<file path="src/dbguc_pkg.sv">
// dbguc_pkg: register map, field positions, reset values and identity of the debug uart
package dbguc_pkg;

	// register byte offsets
	localparam logic [11:0] OFF_CMD    = 12'h000;
	localparam logic [11:0] OFF_MODE   = 12'h004;
	localparam logic [11:0] OFF_IER    = 12'h008;
	localparam logic [11:0] OFF_IDR    = 12'h00c;
	localparam logic [11:0] OFF_IMR    = 12'h010;
	localparam logic [11:0] OFF_SR     = 12'h014;
	localparam logic [11:0] OFF_RHR    = 12'h018;
	localparam logic [11:0] OFF_THR    = 12'h01c;
	localparam logic [11:0] OFF_BRG    = 12'h020;
	localparam logic [11:0] OFF_RSV_LO = 12'h024;
	localparam logic [11:0] OFF_RSV_HI = 12'h03c;
	localparam logic [11:0] OFF_CID    = 12'h040;
	localparam logic [11:0] OFF_EXID   = 12'h044;
	localparam logic [11:0] OFF_FNR    = 12'h048;
	localparam logic [11:0] OFF_PDC_LO = 12'h100;
	localparam logic [11:0] OFF_PDC_HI = 12'h124;
	localparam int          PDC_WORDS  = 10;

	// command_bits positions
	localparam int CMD_RX_RESET  = 2;
	localparam int CMD_TX_RESET  = 3;
	localparam int CMD_RX_ON     = 4;
	localparam int CMD_RX_OFF    = 5;
	localparam int CMD_TX_ON     = 6;
	localparam int CMD_TX_OFF    = 7;
	localparam int CMD_CLR_ERR   = 8;

	// line_mode field positions and channel_select codes
	localparam int         MODE_PAR_LSB = 9;
	localparam int         MODE_CH_LSB  = 14;
	localparam logic [1:0] CH_NORMAL    = 2'h0;
	localparam logic [1:0] CH_ECHO      = 2'h1;
	localparam logic [1:0] CH_LOCAL     = 2'h2;
	localparam logic [1:0] CH_REMOTE    = 2'h3;

	// line_flags positions
	localparam int ST_RX_CHAR_READY   = 0;
	localparam int ST_TX_HOLDING_FREE = 1;
	localparam int ST_END_RX          = 3;
	localparam int ST_END_TX          = 4;
	localparam int ST_OVERRUN         = 5;
	localparam int ST_FRAMING         = 6;
	localparam int ST_PARITY_ERR      = 7;
	localparam int ST_TX_EMPTY        = 9;
	localparam int ST_TX_BUF_EMPTY    = 11;
	localparam int ST_RX_BUF_FULL     = 12;
	localparam int ST_DBG_FROM_CPU    = 30;
	localparam int ST_DBG_TO_CPU      = 31;
	localparam logic [31:0] IRQ_VALID = 32'hc000_1afb;

	// reset values
	localparam logic [31:0] IMR_RST = 32'h0000_0000;
	localparam logic [1:0]  CH_RST  = 2'h0;
	localparam logic [2:0]  PAR_RST = 3'h0;
	localparam logic [7:0]  RHR_RST = 8'h00;
	localparam logic [15:0] BRG_RST = 16'h0000;
	localparam logic        FNR_RST = 1'b0;

	// receiver timing in sample ticks (16 per bit)
	localparam logic [3:0] START_LOW_LAST = 4'h7;
	localparam logic [3:0] BIT_LAST_TICK  = 4'hf;

	// identity values below are arbitrary
	localparam logic        ID_EXT      = 1'b0;
	localparam logic [2:0]  ID_NVM_KIND = 3'h1;
	localparam logic [7:0]  ID_PERIPH   = 8'h5a;
	localparam logic [3:0]  ID_SRAM     = 4'h3;
	localparam logic [3:0]  ID_NVM_SIZE = 4'h2;
	localparam logic [2:0]  ID_CPU      = 3'h4;
	localparam logic [4:0]  ID_VERSION  = 5'h01;
	localparam logic [31:0] ID_EXTRA    = 32'h0000_0a5a;
	// ext 31, nvm kind 30:28, peripherals 27:20, ram 19:16, nvm size 11:8, cpu 7:5, revision 4:0
	localparam logic [31:0] CID_WORD = {ID_EXT, ID_NVM_KIND, ID_PERIPH, ID_SRAM, 4'h0,
		ID_NVM_SIZE, ID_CPU, ID_VERSION};

	// parity bit for a character; top bit of kind means none
	function automatic logic dbguc_parity(input logic [7:0] d, input logic [2:0] k);
		case (k[1:0])
			2'h0: return ^d;
			2'h1: return ~^d;
			2'h2: return 1'b0;
			default: return 1'b1;
		endcase
	endfunction : dbguc_parity

endpackage : dbguc_pkg

</file>
<file path="src/dbguc_link_if.sv">
// dbguc_link_if: signals between the control logic and the serial engine
`timescale 1ns/100ps
interface dbguc_link_if;
	logic       tick16;
	logic       rx_in;
	logic       tx_out;
	logic       rx_run;
	logic       rx_clr;
	logic       tx_clr;
	logic [2:0] parity;
	logic       tx_load;
	logic [7:0] tx_data;
	logic       tx_busy;
	logic       rx_busy;
	logic       rx_done;
	logic [7:0] rx_data;
	logic       rx_par_err;
	logic       rx_frm_err;
	modport ctrl (output tick16, rx_in, rx_run, rx_clr, tx_clr, parity, tx_load, tx_data,
		input tx_out, tx_busy, rx_busy, rx_done, rx_data, rx_par_err, rx_frm_err);
	modport eng (input tick16, rx_in, rx_run, rx_clr, tx_clr, parity, tx_load, tx_data,
		output tx_out, tx_busy, rx_busy, rx_done, rx_data, rx_par_err, rx_frm_err);
endinterface : dbguc_link_if

</file>
<file path="src/dbguc_top.sv">
// dbguc_top: apb register file, command handling, channel modes and flags of the debug uart
//
// Behaviour
// - receive ready flag requests receive dma transfer
// - transmit free flag requests transmit dma transfer
// - dma channel registers at 0x100 through 0x124
// - dma channel status shown in flags, interrupting
// - channel select: normal, echo, local, remote loopback
// - echo: receive pin copied to transmit pin
// - local loopback: transmitter feeds receiver, pin idle
// - remote loopback: pin to pin, engines disabled
// - debug channel flags in two top bits
// - debug channel flags can raise the interrupt
// - hard wired read only part identifier
// - extra identifier reads zero without extension
// - force bit holds test port reset asserted
// - force bit resets to zero
// - command bit 2 resets receiver at once
// - command bit 3 resets transmitter at once
// - bit 4 enables receiver unless bit 5
// - bit 5 disables receiver after current character
// - bit 6 enables transmitter unless bit 7
// - bit 7 disables transmitter after pending characters
// - bit 8 clears parity, framing, overrun flags
// - parity kind: even, odd, space, mark, none
`timescale 1ns/100ps
module dbguc_top (
	// clock, reset, enable
	input  wire logic        pclk,
	input  wire logic        presetn,
	input  wire logic        ce,
	// apb slave
	input  wire logic        psel,
	input  wire logic        penable,
	input  wire logic        pwrite,
	input  wire logic [11:0] paddr,
	input  wire logic [31:0] pwdata,
	output logic      [31:0] prdata,
	output logic             pready,
	output logic             pslverr,
	// serial pins
	input  wire logic        serial_in_pin,
	output logic             serial_out_pin,
	// dma channel handshake
	output logic             dma_rx_req,
	output logic             dma_tx_req,
	input  wire logic [3:0]  dma_chan_status,
	// debug channel and test port
	input  wire logic        dbg_chan_to_cpu_full,
	input  wire logic        dbg_chan_from_cpu_full,
	output logic             tap_reset_line_n,
	// interrupt
	output logic             irq
);
	dbguc_link_if lk ();

	logic [31:0] prdata_q;
	logic        pready_q;
	logic        pslverr_q;
	logic        pin_q;
	logic        tap_n_q;
	logic        irq_q;
	logic        dma_tx_req_q;
	logic        rx_en_q;
	logic        rx_off_pend_q;
	logic        tx_en_q;
	logic        tx_off_pend_q;
	logic [1:0]  ch_q;
	logic [2:0]  par_kind_q;
	logic [31:0] imr_q;
	logic        rx_ready_q;
	logic        ovr_q;
	logic        perr_q;
	logic        ferr_q;
	logic [7:0]  rhr_q;
	logic [7:0]  thr_q;
	logic        thr_full_q;
	logic [15:0] cd_q;
	logic [15:0] div_cnt_q;
	logic        tick_q;
	logic        fnr_q;
	logic [1:0]  dbg_q;
	logic [3:0]  dmast_q;
	logic [31:0] pdc_q [dbguc_pkg::PDC_WORDS];

	// apb phases: answer comes one cycle after the first access cycle
	wire        setup_acc = psel && penable && !pready_q;
	wire        xfer      = psel && penable && pready_q;
	wire        wr        = xfer && pwrite;
	wire        rd_done   = xfer && !pwrite;
	wire [11:0] a         = {paddr[11:2], 2'b00};
	wire [11:0] pdc_off   = a - dbguc_pkg::OFF_PDC_LO;
	wire [3:0]  pdc_idx   = pdc_off[5:2];

	wire hit_cmd  = (a == dbguc_pkg::OFF_CMD);
	wire hit_mode = (a == dbguc_pkg::OFF_MODE);
	wire hit_ier  = (a == dbguc_pkg::OFF_IER);
	wire hit_idr  = (a == dbguc_pkg::OFF_IDR);
	wire hit_imr  = (a == dbguc_pkg::OFF_IMR);
	wire hit_sr   = (a == dbguc_pkg::OFF_SR);
	wire hit_rhr  = (a == dbguc_pkg::OFF_RHR);
	wire hit_thr  = (a == dbguc_pkg::OFF_THR);
	wire hit_brg  = (a == dbguc_pkg::OFF_BRG);
	wire hit_cid  = (a == dbguc_pkg::OFF_CID);
	wire hit_exid = (a == dbguc_pkg::OFF_EXID);
	wire hit_fnr  = (a == dbguc_pkg::OFF_FNR);
	wire rsv_hit  = (a >= dbguc_pkg::OFF_RSV_LO) && (a <= dbguc_pkg::OFF_RSV_HI);
	wire pdc_hit  = (a >= dbguc_pkg::OFF_PDC_LO) && (a <= dbguc_pkg::OFF_PDC_HI);
	wire mapped   = hit_cmd || hit_mode || hit_ier || hit_idr || hit_imr || hit_sr || hit_rhr
		|| hit_thr || hit_brg || hit_cid || hit_exid || hit_fnr || rsv_hit || pdc_hit;

	// channel select decode
	wire is_echo   = (ch_q == dbguc_pkg::CH_ECHO);
	wire is_local  = (ch_q == dbguc_pkg::CH_LOCAL);
	wire is_remote = (ch_q == dbguc_pkg::CH_REMOTE);

	// commands
	wire cmd_wr  = wr && hit_cmd;
	wire rx_rst  = cmd_wr && pwdata[dbguc_pkg::CMD_RX_RESET];
	wire tx_rst  = cmd_wr && pwdata[dbguc_pkg::CMD_TX_RESET];
	wire rx_off  = cmd_wr && pwdata[dbguc_pkg::CMD_RX_OFF];
	wire tx_off  = cmd_wr && pwdata[dbguc_pkg::CMD_TX_OFF];
	wire rx_on   = cmd_wr && pwdata[dbguc_pkg::CMD_RX_ON] && !pwdata[dbguc_pkg::CMD_RX_OFF];
	wire tx_on   = cmd_wr && pwdata[dbguc_pkg::CMD_TX_ON] && !pwdata[dbguc_pkg::CMD_TX_OFF];
	wire clr_err = cmd_wr && pwdata[dbguc_pkg::CMD_CLR_ERR];
	wire thr_wr  = wr && hit_thr;
	wire rhr_rd  = rd_done && hit_rhr;

	// receiver enable; a disable while busy waits for the stop bit
	wire rx_active = lk.rx_busy && rx_en_q;
	wire rx_en_d   = rx_rst ? 1'b0 :
		rx_off ? (rx_active && rx_en_q) :
		rx_on ? 1'b1 :
		(rx_off_pend_q && !lk.rx_busy) ? 1'b0 : rx_en_q;
	wire rx_pend_d = (rx_rst || rx_on) ? 1'b0 : rx_off ? rx_active : (rx_off_pend_q && lk.rx_busy);

	// transmitter enable; a disable drains shifter and holding register first
	wire tx_work   = thr_full_q || lk.tx_busy;
	wire tx_en_d   = tx_rst ? 1'b0 :
		tx_off ? (tx_work && tx_en_q) :
		tx_on ? 1'b1 :
		(tx_off_pend_q && !tx_work) ? 1'b0 : tx_en_q;
	wire tx_pend_d = (tx_rst || tx_on) ? 1'b0 : tx_off ? (tx_work && tx_en_q) : (tx_off_pend_q && tx_work);
	wire tx_load   = tx_en_q && thr_full_q && !lk.tx_busy && !is_remote && !tx_rst;
	wire thr_full_d = tx_rst ? 1'b0 : thr_wr ? 1'b1 : tx_load ? 1'b0 : thr_full_q;

	// sticky flags; a new event wins over a clear in the same cycle
	wire rx_ready_d = lk.rx_done || (rx_ready_q && !rhr_rd);
	wire ovr_d      = (lk.rx_done && rx_ready_q && !rhr_rd) || (ovr_q && !clr_err);
	wire perr_d     = (lk.rx_done && lk.rx_par_err) || (perr_q && !clr_err);
	wire ferr_d     = (lk.rx_done && lk.rx_frm_err) || (ferr_q && !clr_err);
	wire tx_free    = tx_en_q && !thr_full_q;

	wire [31:0] sr_word = {dbg_q[1], dbg_q[0], 17'h0_0000,
		dmast_q[3], dmast_q[2], 1'b0, tx_free && !lk.tx_busy, 1'b0,
		perr_q, ferr_q, ovr_q, dmast_q[1], dmast_q[0], 1'b0, tx_free, rx_ready_q};
	wire [31:0] mode_word = {16'h0000, ch_q, 2'h0, par_kind_q, 9'h000};
	wire [31:0] exid_word = dbguc_pkg::ID_EXT ? dbguc_pkg::ID_EXTRA : 32'h0000_0000;
	wire [31:0] rd_word   = hit_mode ? mode_word :
		hit_imr  ? imr_q :
		hit_sr   ? sr_word :
		hit_rhr  ? {24'h00_0000, rhr_q} :
		hit_brg  ? {16'h0000, cd_q} :
		hit_cid  ? dbguc_pkg::CID_WORD :
		hit_exid ? exid_word :
		hit_fnr  ? {31'h0000_0000, fnr_q} :
		pdc_hit  ? pdc_q[pdc_idx] : 32'h0000_0000;

	// routing of pins and engine input per channel select
	wire pin_d = (is_echo || is_remote) ? serial_in_pin :
		is_local ? 1'b1 : lk.tx_out;
	wire [15:0] div_next = div_cnt_q + 16'h0001;

	assign lk.rx_in   = is_local ? lk.tx_out : serial_in_pin;
	assign lk.rx_run  = rx_en_q && !rx_off_pend_q && !is_remote;
	assign lk.rx_clr  = rx_rst;
	assign lk.tx_clr  = tx_rst;
	assign lk.tx_load = tx_load;
	assign lk.tx_data = thr_q;
	assign lk.parity  = par_kind_q;
	assign lk.tick16  = tick_q;

	assign prdata           = prdata_q;
	assign pready           = pready_q;
	assign pslverr          = pslverr_q;
	assign serial_out_pin   = pin_q;
	assign tap_reset_line_n = tap_n_q;
	assign irq              = irq_q;
	assign dma_rx_req       = rx_ready_q;
	assign dma_tx_req       = dma_tx_req_q;

	dbguc_serial u_serial (
		.pclk    (pclk),
		.presetn (presetn),
		.ce      (ce),
		.lk      (lk.eng)
	);

	always_ff @(posedge pclk or negedge presetn) begin
		if (!presetn) begin
			pready_q  <= 1'b0;
			prdata_q  <= 32'h0000_0000;
			pslverr_q <= 1'b0;
		end else if (ce) begin
			pready_q  <= setup_acc;
			prdata_q  <= (setup_acc && !pwrite) ? rd_word : 32'h0000_0000;
			pslverr_q <= setup_acc && !mapped;
		end
	end

	always_ff @(posedge pclk or negedge presetn) begin
		if (!presetn) begin
			rx_en_q       <= 1'b0;
			rx_off_pend_q <= 1'b0;
			tx_en_q       <= 1'b0;
			tx_off_pend_q <= 1'b0;
			thr_full_q    <= 1'b0;
			dma_tx_req_q  <= 1'b0;
		end else if (ce) begin
			rx_en_q       <= rx_en_d;
			rx_off_pend_q <= rx_pend_d;
			tx_en_q       <= tx_en_d;
			tx_off_pend_q <= tx_pend_d;
			thr_full_q    <= thr_full_d;
			dma_tx_req_q  <= tx_en_d && !thr_full_d;
		end
	end

	always_ff @(posedge pclk or negedge presetn) begin
		if (!presetn) begin
			rx_ready_q <= 1'b0;
			ovr_q      <= 1'b0;
			perr_q     <= 1'b0;
			ferr_q     <= 1'b0;
			rhr_q      <= dbguc_pkg::RHR_RST;
			thr_q      <= 8'h00;
		end else if (ce) begin
			rx_ready_q <= rx_ready_d;
			ovr_q      <= ovr_d;
			perr_q     <= perr_d;
			ferr_q     <= ferr_d;
			rhr_q      <= lk.rx_done ? lk.rx_data : rhr_q;
			thr_q      <= thr_wr ? pwdata[7:0] : thr_q;
		end
	end

	// software registers; reserved and read-only offsets take no write
	always_ff @(posedge pclk or negedge presetn) begin
		if (!presetn) begin
			ch_q       <= dbguc_pkg::CH_RST;
			par_kind_q <= dbguc_pkg::PAR_RST;
			imr_q      <= dbguc_pkg::IMR_RST;
			cd_q       <= dbguc_pkg::BRG_RST;
			fnr_q      <= dbguc_pkg::FNR_RST;
		end else if (ce) begin
			if (wr && hit_mode) begin
				ch_q       <= pwdata[dbguc_pkg::MODE_CH_LSB +: 2];
				par_kind_q <= pwdata[dbguc_pkg::MODE_PAR_LSB +: 3];
			end
			if (wr && hit_ier) imr_q <= imr_q | (pwdata & dbguc_pkg::IRQ_VALID);
			if (wr && hit_idr) imr_q <= imr_q & ~pwdata;
			if (wr && hit_brg) cd_q <= pwdata[15:0];
			if (wr && hit_fnr) fnr_q <= pwdata[0];
		end
	end

	always_ff @(posedge pclk or negedge presetn) begin
		if (!presetn) begin
			for (int i = 0; i < dbguc_pkg::PDC_WORDS; i++) pdc_q[i] <= 32'h0000_0000;
		end else if (ce && wr && pdc_hit) begin
			pdc_q[pdc_idx] <= pwdata;
		end
	end

	// divisor zero stops the sample tick and so both the transmitter and the receiver
	always_ff @(posedge pclk or negedge presetn) begin
		if (!presetn) begin
			div_cnt_q <= 16'h0000;
			tick_q    <= 1'b0;
		end else if (ce) begin
			tick_q    <= (cd_q != 16'h0000) && (div_next == cd_q);
			div_cnt_q <= ((cd_q == 16'h0000) || (div_next == cd_q)) ? 16'h0000 : div_next;
		end
	end

	always_ff @(posedge pclk or negedge presetn) begin
		if (!presetn) begin
			pin_q   <= 1'b1;
			tap_n_q <= 1'b1;
			irq_q   <= 1'b0;
			dbg_q   <= 2'h0;
			dmast_q <= 4'h0;
		end else if (ce) begin
			pin_q   <= pin_d;
			tap_n_q <= !fnr_q;
			irq_q   <= |(sr_word & imr_q);
			dbg_q   <= {dbg_chan_to_cpu_full, dbg_chan_from_cpu_full};
			dmast_q <= dma_chan_status;
		end
	end

	a_rx_dma_req: assert property (@(posedge pclk) disable iff (!presetn)
		ce && lk.rx_done |=> dma_rx_req) else $error("receive dma request missing");
	a_tx_dma_req: assert property (@(posedge pclk) disable iff (!presetn)
		ce && tx_en_q && !thr_full_q && !tx_off_pend_q && !cmd_wr && !thr_wr |=> dma_tx_req)
		else $error("transmit dma request missing");
	a_pdc_readback: assert property (@(posedge pclk) disable iff (!presetn)
		ce && setup_acc && !pwrite && pdc_hit |=> pready && prdata == $past(pdc_q[pdc_idx]))
		else $error("dma channel register read wrong");
	a_dma_status: assert property (@(posedge pclk) disable iff (!presetn)
		ce && dmast_q[0] && imr_q[dbguc_pkg::ST_END_RX] |=> irq) else $error("dma status not interrupting");
	a_echo_path: assert property (@(posedge pclk) disable iff (!presetn)
		ce && is_echo |=> serial_out_pin == $past(serial_in_pin)) else $error("echo path broken");
	a_local_idle: assert property (@(posedge pclk) disable iff (!presetn)
		ce && is_local |=> serial_out_pin) else $error("local loopback pin not idle");
	a_remote_path: assert property (@(posedge pclk) disable iff (!presetn)
		ce && is_remote |-> !lk.tx_load && !lk.rx_run ##1 serial_out_pin == $past(serial_in_pin))
		else $error("remote loopback not isolated");
	a_dbg_irq: assert property (@(posedge pclk) disable iff (!presetn)
		ce && dbg_q[1] && imr_q[dbguc_pkg::ST_DBG_TO_CPU] |=> irq) else $error("debug flag not interrupting");
	a_tap_force: assert property (@(posedge pclk) disable iff (!presetn)
		ce && fnr_q |=> !tap_reset_line_n) else $error("test port reset not held");
	a_rx_reset: assert property (@(posedge pclk) disable iff (!presetn)
		ce && rx_rst |=> !rx_en_q && !lk.rx_busy) else $error("receiver reset incomplete");
	a_tx_reset: assert property (@(posedge pclk) disable iff (!presetn)
		ce && tx_rst |=> !tx_en_q && !lk.tx_busy && !dma_tx_req) else $error("transmitter reset incomplete");
	a_rx_enable: assert property (@(posedge pclk) disable iff (!presetn)
		ce && rx_on && !rx_rst |=> rx_en_q) else $error("receiver enable ignored");
	a_rx_drain: assert property (@(posedge pclk) disable iff (!presetn)
		ce && rx_off && !rx_rst && rx_active |=> rx_en_q && rx_off_pend_q) else $error("receiver stopped mid character");
	a_tx_enable: assert property (@(posedge pclk) disable iff (!presetn)
		ce && tx_on && !tx_rst |=> tx_en_q) else $error("transmitter enable ignored");
	a_tx_drain: assert property (@(posedge pclk) disable iff (!presetn)
		ce && tx_off && !tx_rst && thr_full_q && tx_en_q |=> tx_en_q) else $error("transmitter stopped early");
	a_err_clear: assert property (@(posedge pclk) disable iff (!presetn)
		ce && clr_err && !lk.rx_done |=> !ovr_q && !perr_q && !ferr_q) else $error("error flags not cleared");
	a_rsv_zero: assert property (@(posedge pclk) disable iff (!presetn)
		ce && setup_acc && !pwrite && rsv_hit |=> pready && prdata == 32'h0000_0000 && !pslverr)
		else $error("reserved read not zero");

endmodule : dbguc_top

</file>
<file path="src/dbguc_serial.sv">
// dbguc_serial: character shifter and receiver sampler on the 16x sample tick
`timescale 1ns/100ps
module dbguc_serial (
	// clock and reset
	input wire logic pclk,
	input wire logic presetn,
	input wire logic ce,
	// control side
	dbguc_link_if.eng lk
);
	logic [10:0] tx_sh_q;
	logic [3:0]  tx_ph_q;
	logic [3:0]  tx_left_q;
	logic [9:0]  rx_sh_q;
	logic [3:0]  rx_ph_q;
	logic [3:0]  rx_left_q;
	logic        rx_busy_q;
	logic        rx_done_q;
	logic [7:0]  rx_data_q;
	logic        rx_perr_q;
	logic        rx_ferr_q;

	wire       no_par   = lk.parity[2];
	wire [9:0] rx_final = {lk.rx_in, rx_sh_q[9:1]};
	wire [7:0] rx_byte  = no_par ? rx_final[8:1] : rx_final[7:0];
	wire       tx_step  = lk.tick16 && (tx_left_q != 4'h0);
	wire       tx_par   = no_par ? 1'b1 : dbguc_pkg::dbguc_parity(lk.tx_data, lk.parity);

	assign lk.tx_out     = tx_sh_q[0];
	assign lk.tx_busy    = (tx_left_q != 4'h0);
	assign lk.rx_busy    = rx_busy_q;
	assign lk.rx_done    = rx_done_q;
	assign lk.rx_data    = rx_data_q;
	assign lk.rx_par_err = rx_perr_q;
	assign lk.rx_frm_err = rx_ferr_q;

	// start, eight data, optional parity, stop; spare top bit keeps line high
	always_ff @(posedge pclk or negedge presetn) begin
		if (!presetn) begin
			tx_sh_q   <= 11'h7ff;
			tx_ph_q   <= 4'h0;
			tx_left_q <= 4'h0;
		end else if (ce) begin
			if (lk.tx_clr) begin
				tx_sh_q   <= 11'h7ff;
				tx_ph_q   <= 4'h0;
				tx_left_q <= 4'h0;
			end else if (lk.tx_load) begin
				tx_sh_q   <= {1'b1, tx_par, lk.tx_data, 1'b0};
				tx_ph_q   <= 4'h0;
				tx_left_q <= no_par ? 4'ha : 4'hb;
			end else if (tx_step) begin
				tx_ph_q <= tx_ph_q + 4'h1;
				if (tx_ph_q == dbguc_pkg::BIT_LAST_TICK) begin
					tx_sh_q   <= {1'b1, tx_sh_q[10:1]};
					tx_left_q <= tx_left_q - 4'h1;
				end
			end
		end
	end

	// a started character runs to its stop bit even if rx_run falls
	always_ff @(posedge pclk or negedge presetn) begin
		if (!presetn) begin
			rx_sh_q   <= 10'h000;
			rx_ph_q   <= 4'h0;
			rx_left_q <= 4'h0;
			rx_busy_q <= 1'b0;
			rx_done_q <= 1'b0;
			rx_data_q <= 8'h00;
			rx_perr_q <= 1'b0;
			rx_ferr_q <= 1'b0;
		end else if (ce) begin
			rx_done_q <= 1'b0;
			if (lk.rx_clr) begin
				rx_ph_q   <= 4'h0;
				rx_busy_q <= 1'b0;
			end else if (!rx_busy_q) begin
				if (!lk.rx_run || (lk.tick16 && lk.rx_in)) begin
					rx_ph_q <= 4'h0;
				end else if (lk.tick16 && rx_ph_q == dbguc_pkg::START_LOW_LAST) begin
					rx_ph_q   <= 4'h0;
					rx_busy_q <= 1'b1;
					rx_left_q <= no_par ? 4'h9 : 4'ha;
				end else if (lk.tick16) begin
					rx_ph_q <= rx_ph_q + 4'h1;
				end
			end else if (lk.tick16) begin
				rx_ph_q <= rx_ph_q + 4'h1;
				if (rx_ph_q == dbguc_pkg::BIT_LAST_TICK) begin
					rx_sh_q   <= rx_final;
					rx_left_q <= rx_left_q - 4'h1;
					if (rx_left_q == 4'h1) begin
						rx_busy_q <= 1'b0;
						rx_done_q <= 1'b1;
						rx_data_q <= rx_byte;
						rx_perr_q <= !no_par && (rx_final[8] != dbguc_pkg::dbguc_parity(rx_byte, lk.parity));
						rx_ferr_q <= !rx_final[9];
					end
				end
			end
		end
	end

endmodule : dbguc_serial

</file>
<file path="config.mk">
export PLATFORM = sky130hd
export DESIGN_NAME = dbguc_top
export DESIGN_NICKNAME = d
export VERILOG_FILES = /design/src/dbguc_pkg.sv /design/src/dbguc_link_if.sv /design/src/dbguc_top.sv /design/src/dbguc_serial.sv
export SDC_FILE = /design/constraint.sdc
export NUM_CORES = 1
export LEC_CHECK = 0
export ABC_AREA = 1
export BUFFER_PORTS_ARGS = -buffer_cell sky130_fd_sc_hd__buf_2
export CAP_MARGIN = 20
export CORE_MARGIN = 2
export CORE_UTILIZATION = 30
export DETAILED_ROUTE_END_ITERATION = 7
export PLACE_DENSITY = 0.54
export SLEW_MARGIN = 20
export SYNTH_ARGS = -nofsm -noshare
export SYNTH_HDL_FRONTEND = slang
export SYNTH_SLANG_ARGS = --single-unit
</file>
<file path="constraint.sdc">
create_clock -name pclk -period 2.85 [get_ports pclk]
set_clock_uncertainty 0.15 [all_clocks]
set_input_delay 0.57 -clock pclk [delete_from_list [all_inputs] [get_ports pclk]]
set_output_delay 0.57 -clock pclk [all_outputs]
set_load 0.1 [all_outputs]
</file>
## Yosys cells after proc, flatten, opt, wreduce, memory -nomap -nowiden

Index checks and enable logic that the tools add are counted.
Widths: inputs -> output; s select.

| word-level totals | value |
|---|---|
| flip-flop bits (word level) | 509 |
| input port bits | 57 |

| operators by class | value |
|---|---|
| order comparisons | 6 |
| equality and inequality tests | 25 |
| add/subtract/negate cells | 6 |
| muxes and demuxes | 82 |
| bitwise logic cells | 6 |
| reduce and logical (&&, ||, !) cells | 127 |

Operator list:

| kind | count |
|---|---|
| $mux 32 | 15 |
| $bwmux 320 | 1 |
| $bmux 32 s4 | 1 |
| $demux 32 s4 | 1 |
| $mux 4 | 17 |
| $and 32x32->32 | 2 |
| $logic_and 1x1->1 | 58 |
| $mux 11 | 4 |
| $eq 10x3->1 const B | 4 |
| $mux 1 | 38 |
| $not 32->32 | 1 |
| $or 32x32->32 | 1 |
| $reduce_or 32->1 | 1 |
| $eq 10x5->1 const B | 3 |
| $logic_or 1x1->1 | 23 |
| $eq 10x2->1 const B | 2 |
| $logic_not 1->1 | 19 |
| $add 16x1->16 const B | 1 |
| $eq 16x16->1 | 1 |
| $logic_not 16->1 | 1 |
| $mux 16 | 1 |
| $reduce_and 2->1 | 8 |
| $reduce_bool 16->1 | 1 |
| $reduce_xnor 8->1 | 2 |
| 33 further kinds | 46 |

## Logic depth before layout (Yosys ltp)

| logic depth | value |
|---|---|
| depth after elaboration | 16 |
| mapped depth | 15 |

## By module

A second synthesis with hierarchy kept.

| second synthesis, totals | value |
|---|---|
| cell total of the unflattened synthesis | 2845 |
| area total of the unflattened synthesis | 23861.6 µm² |

Modules (own cells, without submodules):

| module | area each (µm²) | times used | cells each |
|---|---|---|---|
| dbguc_top | 21209.1 | 1 | 2502 |
| dbguc_serial | 2652.5 | 1 | 343 |

## Worst setup path after synthesis

Ideal clock, no wire load.

| path | value |
|---|---|
| path kind | reg2reg |
| start point | register pready_q (netlist: pready) |
| end point | register pdc_q[103] (netlist name) |
| library setup time | 0.133 ns |
| setup slack | 0.130 ns |
| cell stages (with the launch flop) | 9 |
| required time | 2.567 ns |
| arrival time | 2.437 ns |
| path through | dfrtp_1 > nand3_1 > nor2_1 > inv_1 > nor2_8 > nand3_2 > clkbuf_1 > nand2_1 > o21ai_0 |

| between the ends | value |
|---|---|
| longest elaborated chain between the ends | 4 |

Ends and longest elaborated chain:

| item | line | RTL |
|---|---|---|
| start: declaration | dbguc_top.sv:58 | `logic pready_q;` |
| start signal: assignment | dbguc_top.sv:205 | `pready_q <= setup_acc;` |
| $logic_and 1x1->1 | dbguc_top.sv:88 | `wire xfer = psel && penable && pready_q;` |
| $logic_and 1x1->1 | dbguc_top.sv:89 | `wire wr = xfer && pwrite;` |
| $logic_and 1x1->1 (2 in series) | dbguc_top.sv:270 | `end else if (ce && wr && pdc_hit) begin` |
| end signal: indexed assignment | dbguc_top.sv:271 | `pdc_q[pdc_idx] <= pwdata;` |
| end: declaration | dbguc_top.sv:84 | `logic [31:0] pdc_q [dbguc_pkg::PDC_WORDS];` |

No other way between the ends.
A chain may end at the register's enable or synchronous reset.

## Worst setup path in the final report

| path | value |
|---|---|
| start point | register div_cnt_q[0] |
| end point | register div_cnt_q[5] |

| between the ends | value |
|---|---|
| longest elaborated chain between the ends | 4 |

Ends and longest elaborated chain:

| item | line | RTL |
|---|---|---|
| start: declaration | dbguc_top.sv:79 | `logic [15:0] div_cnt_q;` |
| start signal: assignment | dbguc_top.sv:282 | `div_cnt_q <= ((cd_q == 16'h0000) \|\| (div_next == cd_q)) ? 16'h0000 : div_next;` |
| $add 16x1->16 * | dbguc_top.sv:172 | `wire [15:0] div_next = div_cnt_q + 16'h0001;` |
| $eq 16x16->1 | dbguc_top.sv:282 |  |
| $logic_or 1x1->1 | dbguc_top.sv:282 |  |
| $mux 16 * | dbguc_top.sv:282 |  |

Mark *: on every way between the ends. The rest lies on a longest branch, timed or not.

==> qor.txt <==
main combinational cell family by area after synthesis -> compound AO/OA/AOI/OAI gates
total track usage -> 18.72%
core area -> 76200 µm²
CP max-delay cell -> dfrtp_1
Area Overhead vs Synth -> 18.01%
Leakage Power -> 12.94 nW
first-pass GRT wire length -> 114900 µm
status -> complete, no violations
R2R Path Start -> div_cnt_q[0]
Post-CTS Hold Fix Bufs -> 4
minimum clock period -> 2.545 ns
flop2flop setup slack -> 0.31 ns
ANT nets after route -> 0
Clock transition at path regs -> 0.06 ns
syn_nets -> 2810
standard-cell rows -> 101
Setup crit end kind -> flip-flop
detailed placer's ending HPWL -> 48440 µm
post-synthesis sequential area ratio -> 54.90%
R2R cell count -> 15
Residual DRC -> 0
Clk network pwr share -> 44.8%
proportion of layout cells with a drive suffix above 1 -> 12.27%
port buffer count -> 93
max-cap viol count -> 0
CP max FO -> 15
critical path required time -> 3.18 ns
Sw Ratio -> 25.28%
Reg power frac -> 47.3%
post-DR wirelength/cell -> 18.96 µm
number of diodes -> 0
Synth Area in Simple Gates -> 18.02%
synth unique cells -> 48
drt first pass iters -> 5
TritonCTS Buffers -> 52
Main synth FF type -> dfrtp_1
GPL Wtd Cong -> 0.9125
fin area -> 27300 µm²
Cells after DPL -> 3809
post-synthesis cell count -> 2747
CTS tree -> done
Die Ht -> 281.7 µm
PwrDens -> 579.1 nW/µm²
post-synthesis mux area share -> 0.04326%
DIE WIDTH -> 281.7 µm
Max transition margin -> 51.53%
1st-iter DRT viols -> 1635
Adder-Cell Fraction of Synth Area -> 0.3245%
pin count of the biggest net entering global routing -> 65
mapped cell area -> 23140 µm²
crit path DAT -> 2.88 ns
main area contributors after synthesis -> dfrtp_1 54%, o21ai_0 12%, nand2_1 12%
vias in the first global route -> 18.81k
Worst Hold Launch -> dma_chan_status[0]
Largest stage delay, worst path -> 0.43 ns
layout net count -> 2900
Bufs on Longest Clock Path -> 3
CP Launch Type -> flip-flop
Psw -> 0.003997 W
area fraction in compound gates after synthesis -> 19.45%
worst hold-check path type -> input port to flip-flop
Final Non-Filler Cells -> 3908
CP most frequent cell -> nand2_1
CTS H-tree depth -> 2
final hold vios -> 0
total global routing overflow -> 0
fin crit share -> 89.29%
DR vias -> 19.45k
kind of critical path -> flip-flop to flip-flop
combinational share of power -> 7.9%
worst-margin pin slew -> 0.7263 ns
I/O pins -> 96
power consumption -> 0.01581 W
Post-synth EDFFs -> 0
FF-to-FF End -> div_cnt_q[5]
Post-Route WL -> 74080 µm
Post-CTS Setup Repair Bufs -> 0
Worst Hold Path EP -> dmast_q[0]
Sink Count -> 507
Placed Area -> 25500 µm²
synthesis-stage register bit count -> 507
# setup viols final -> 0
WHS Path Cells -> 3
RSZ-0062 raised after global routing -> no
Die ar. -> 79360 µm²
Yosys top cell by area -> dfrtp_1
Internal -> 0.01181 W
FMAX -> 393.0 MHz
Layout Utilization -> 35.83%
Ys Warns -> 0
peak supply drop -> 0.4611 mV
CTS resizes -> 0
post-synth top area share -> 53.54%
CP Cell Sequence -> ha_1, nand2_1, nor2_4, nand2_1, nand2_1, nand2_1, nand2_1, nand3_1, nor2_1, nand3_1, nor2_1, nand2_1, buf_4, nand3_1, nand2_1
Synth Area in XOR/XNOR -> 0.7571%
clk root buf -> clkbuf_16
setup TNS -> 0 ns
FFs w/ async S/R, synth -> 100.0%
Pins Over Slew Limit -> 0
Mean Syn Cell Area -> 8.423 µm²
Initial Utilization -> 30.36%
later-pin clock latency in the skew report -> 0.63 ns
Vias/cell -> 4.977
antenna violations before repair -> 3
==> synthesized netlist by cell type (4+ instances only) <==
master,count
dfrtp_1,495
clkbuf_1,147
ha_1,6
nor2_1,86
nor3_1,12
nand2_2,13
nor2_4,5
xnor2_1,11
inv_1,206
xor2_1,9
o21ai_0,568
a22oi_1,35
nand2_1,733
a22o_1,14
o21ai_1,24
buf_2,19
inv_2,8
dfstp_2,12
o2111ai_1,4
nand4_1,28
a221oi_1,4
o21bai_1,4
nand3_1,106
a21oi_1,20
buf_1,6
o22ai_1,137
==> worst max-delay path: cells and delay by family, from the launching register on <==
family / cells / cell delay (ns)
and+or+nand+nor: 13 / 1.43
DFF: 1 / 0.43
adders and majority gates: 1 / 0.20
buffers and inverters: 1 / 0.20
==> stage by stage <==
stage	hold WS, ns	setup WS, ns
final	0.02724	0.3052
after global routing	0.02489	0.1452
after CTS	0.01265	0.3130
after detailed placement	0.3115	0.06845
after global placement	0.3122	0.08094
after floorplan	0.1244	0.1299
==> area by class of cell <==
type                       instances  area [µm²]
sequential                       507       12700
multi-input combinational       1850        8945
inverter                         215       809.5
fill                            7957       48900
tap                             1030        1289
clock buffer                      76        1551
clock inverter                    19       210.2
timing repair buffer             211        1797
==> worst max path at each step <==
stage | start | to | slack [ns] | cells past startpoint
6_report | div_cnt_q[0] | div_cnt_q[5] | 0.31 | 15
5_1_grt | div_cnt_q[0] | div_cnt_q[1] | 0.15 | 15
4_1_cts | div_cnt_q[0] | div_cnt_q[5] | 0.31 | 15
3_5_place_dp | paddr[3] | pdc_q[285] | 0.07 | 12
3_3_place_gp | paddr[3] | prdata[13] | 0.08 | 13
2_1_floorplan | pready | pdc_q[103] | 0.13 | 8
==> cell families (layout without fill, tap and decap cells) <==
kind of cell / count (synthesis) / count (layout)
AND/OR/NAND/NOR: 1001 / 1001
adder cells (fa/ha/maj): 6 / 6
buffers and inverters: 390 / 521
flip-flops: 507 / 507
XOR/XNOR: 20 / 20
multiplexers: 1 / 1
AO/OA/AOI/OAI: 822 / 822
==> state kept, by name, summed over array words and instances, names as in the netlist, 8 cells and up, named ones only <==
| signal | flops |
|---|---|
| cd_q | 16 |
| div_cnt_q | 16 |
| imr_q | 20 |
| lk.tx_data | 8 |
| pdc_q | 320 |
| prdata | 32 |
| rhr_q | 8 |
| u_serial.lk.rx_data | 8 |
| u_serial.rx_sh_q | 9 |
| u_serial.tx_sh_q | 10 |
==> cells in the final DEF (no fill, tap or decap), drive strengths merged, types with 3 or more instances in the layout <==
cell type / count
xnor2: 11
nand3b: 3
o21bai: 4
nand2: 747
bufinv: 3
dlygate4sd3: 4
xor2: 9
clkbuf: 76
o21ai: 592
o2111ai: 4
a22o: 14
dfrtp: 495
nor3: 12
nand3: 109
buf: 207
a22oi: 35
dfstp: 12
ha: 6
a221oi: 4
nand4: 29
clkinv: 15
a21oi: 20
inv: 216
o22ai: 137
nor2: 96
o31ai: 3
==> layer usage <==
layer  GRT usage, %  wire length, µm  up-vias
met5              0               13        -
met4          4.733             1500        2
met3          2.668             3657      101
met2          28.68            32650      451
met1          27.67            36260     9513
li1               -                -     9383
==> power by group through the flow <==
stage | logic (W) | clock network, W | registers [W]
after global routing | 0.00139 | 0.00751 | 0.00750
after CTS | 0.00127 | 0.00722 | 0.00748
after floorplan | 0.000571 | 0 | 0.00767
after detailed placement | 0.00126 | 0 | 0.00761
final | 0.00126 | 0.00708 | 0.00748
after global placement | 0.00125 | 0 | 0.00761
(Power assumes the default switching activity.)
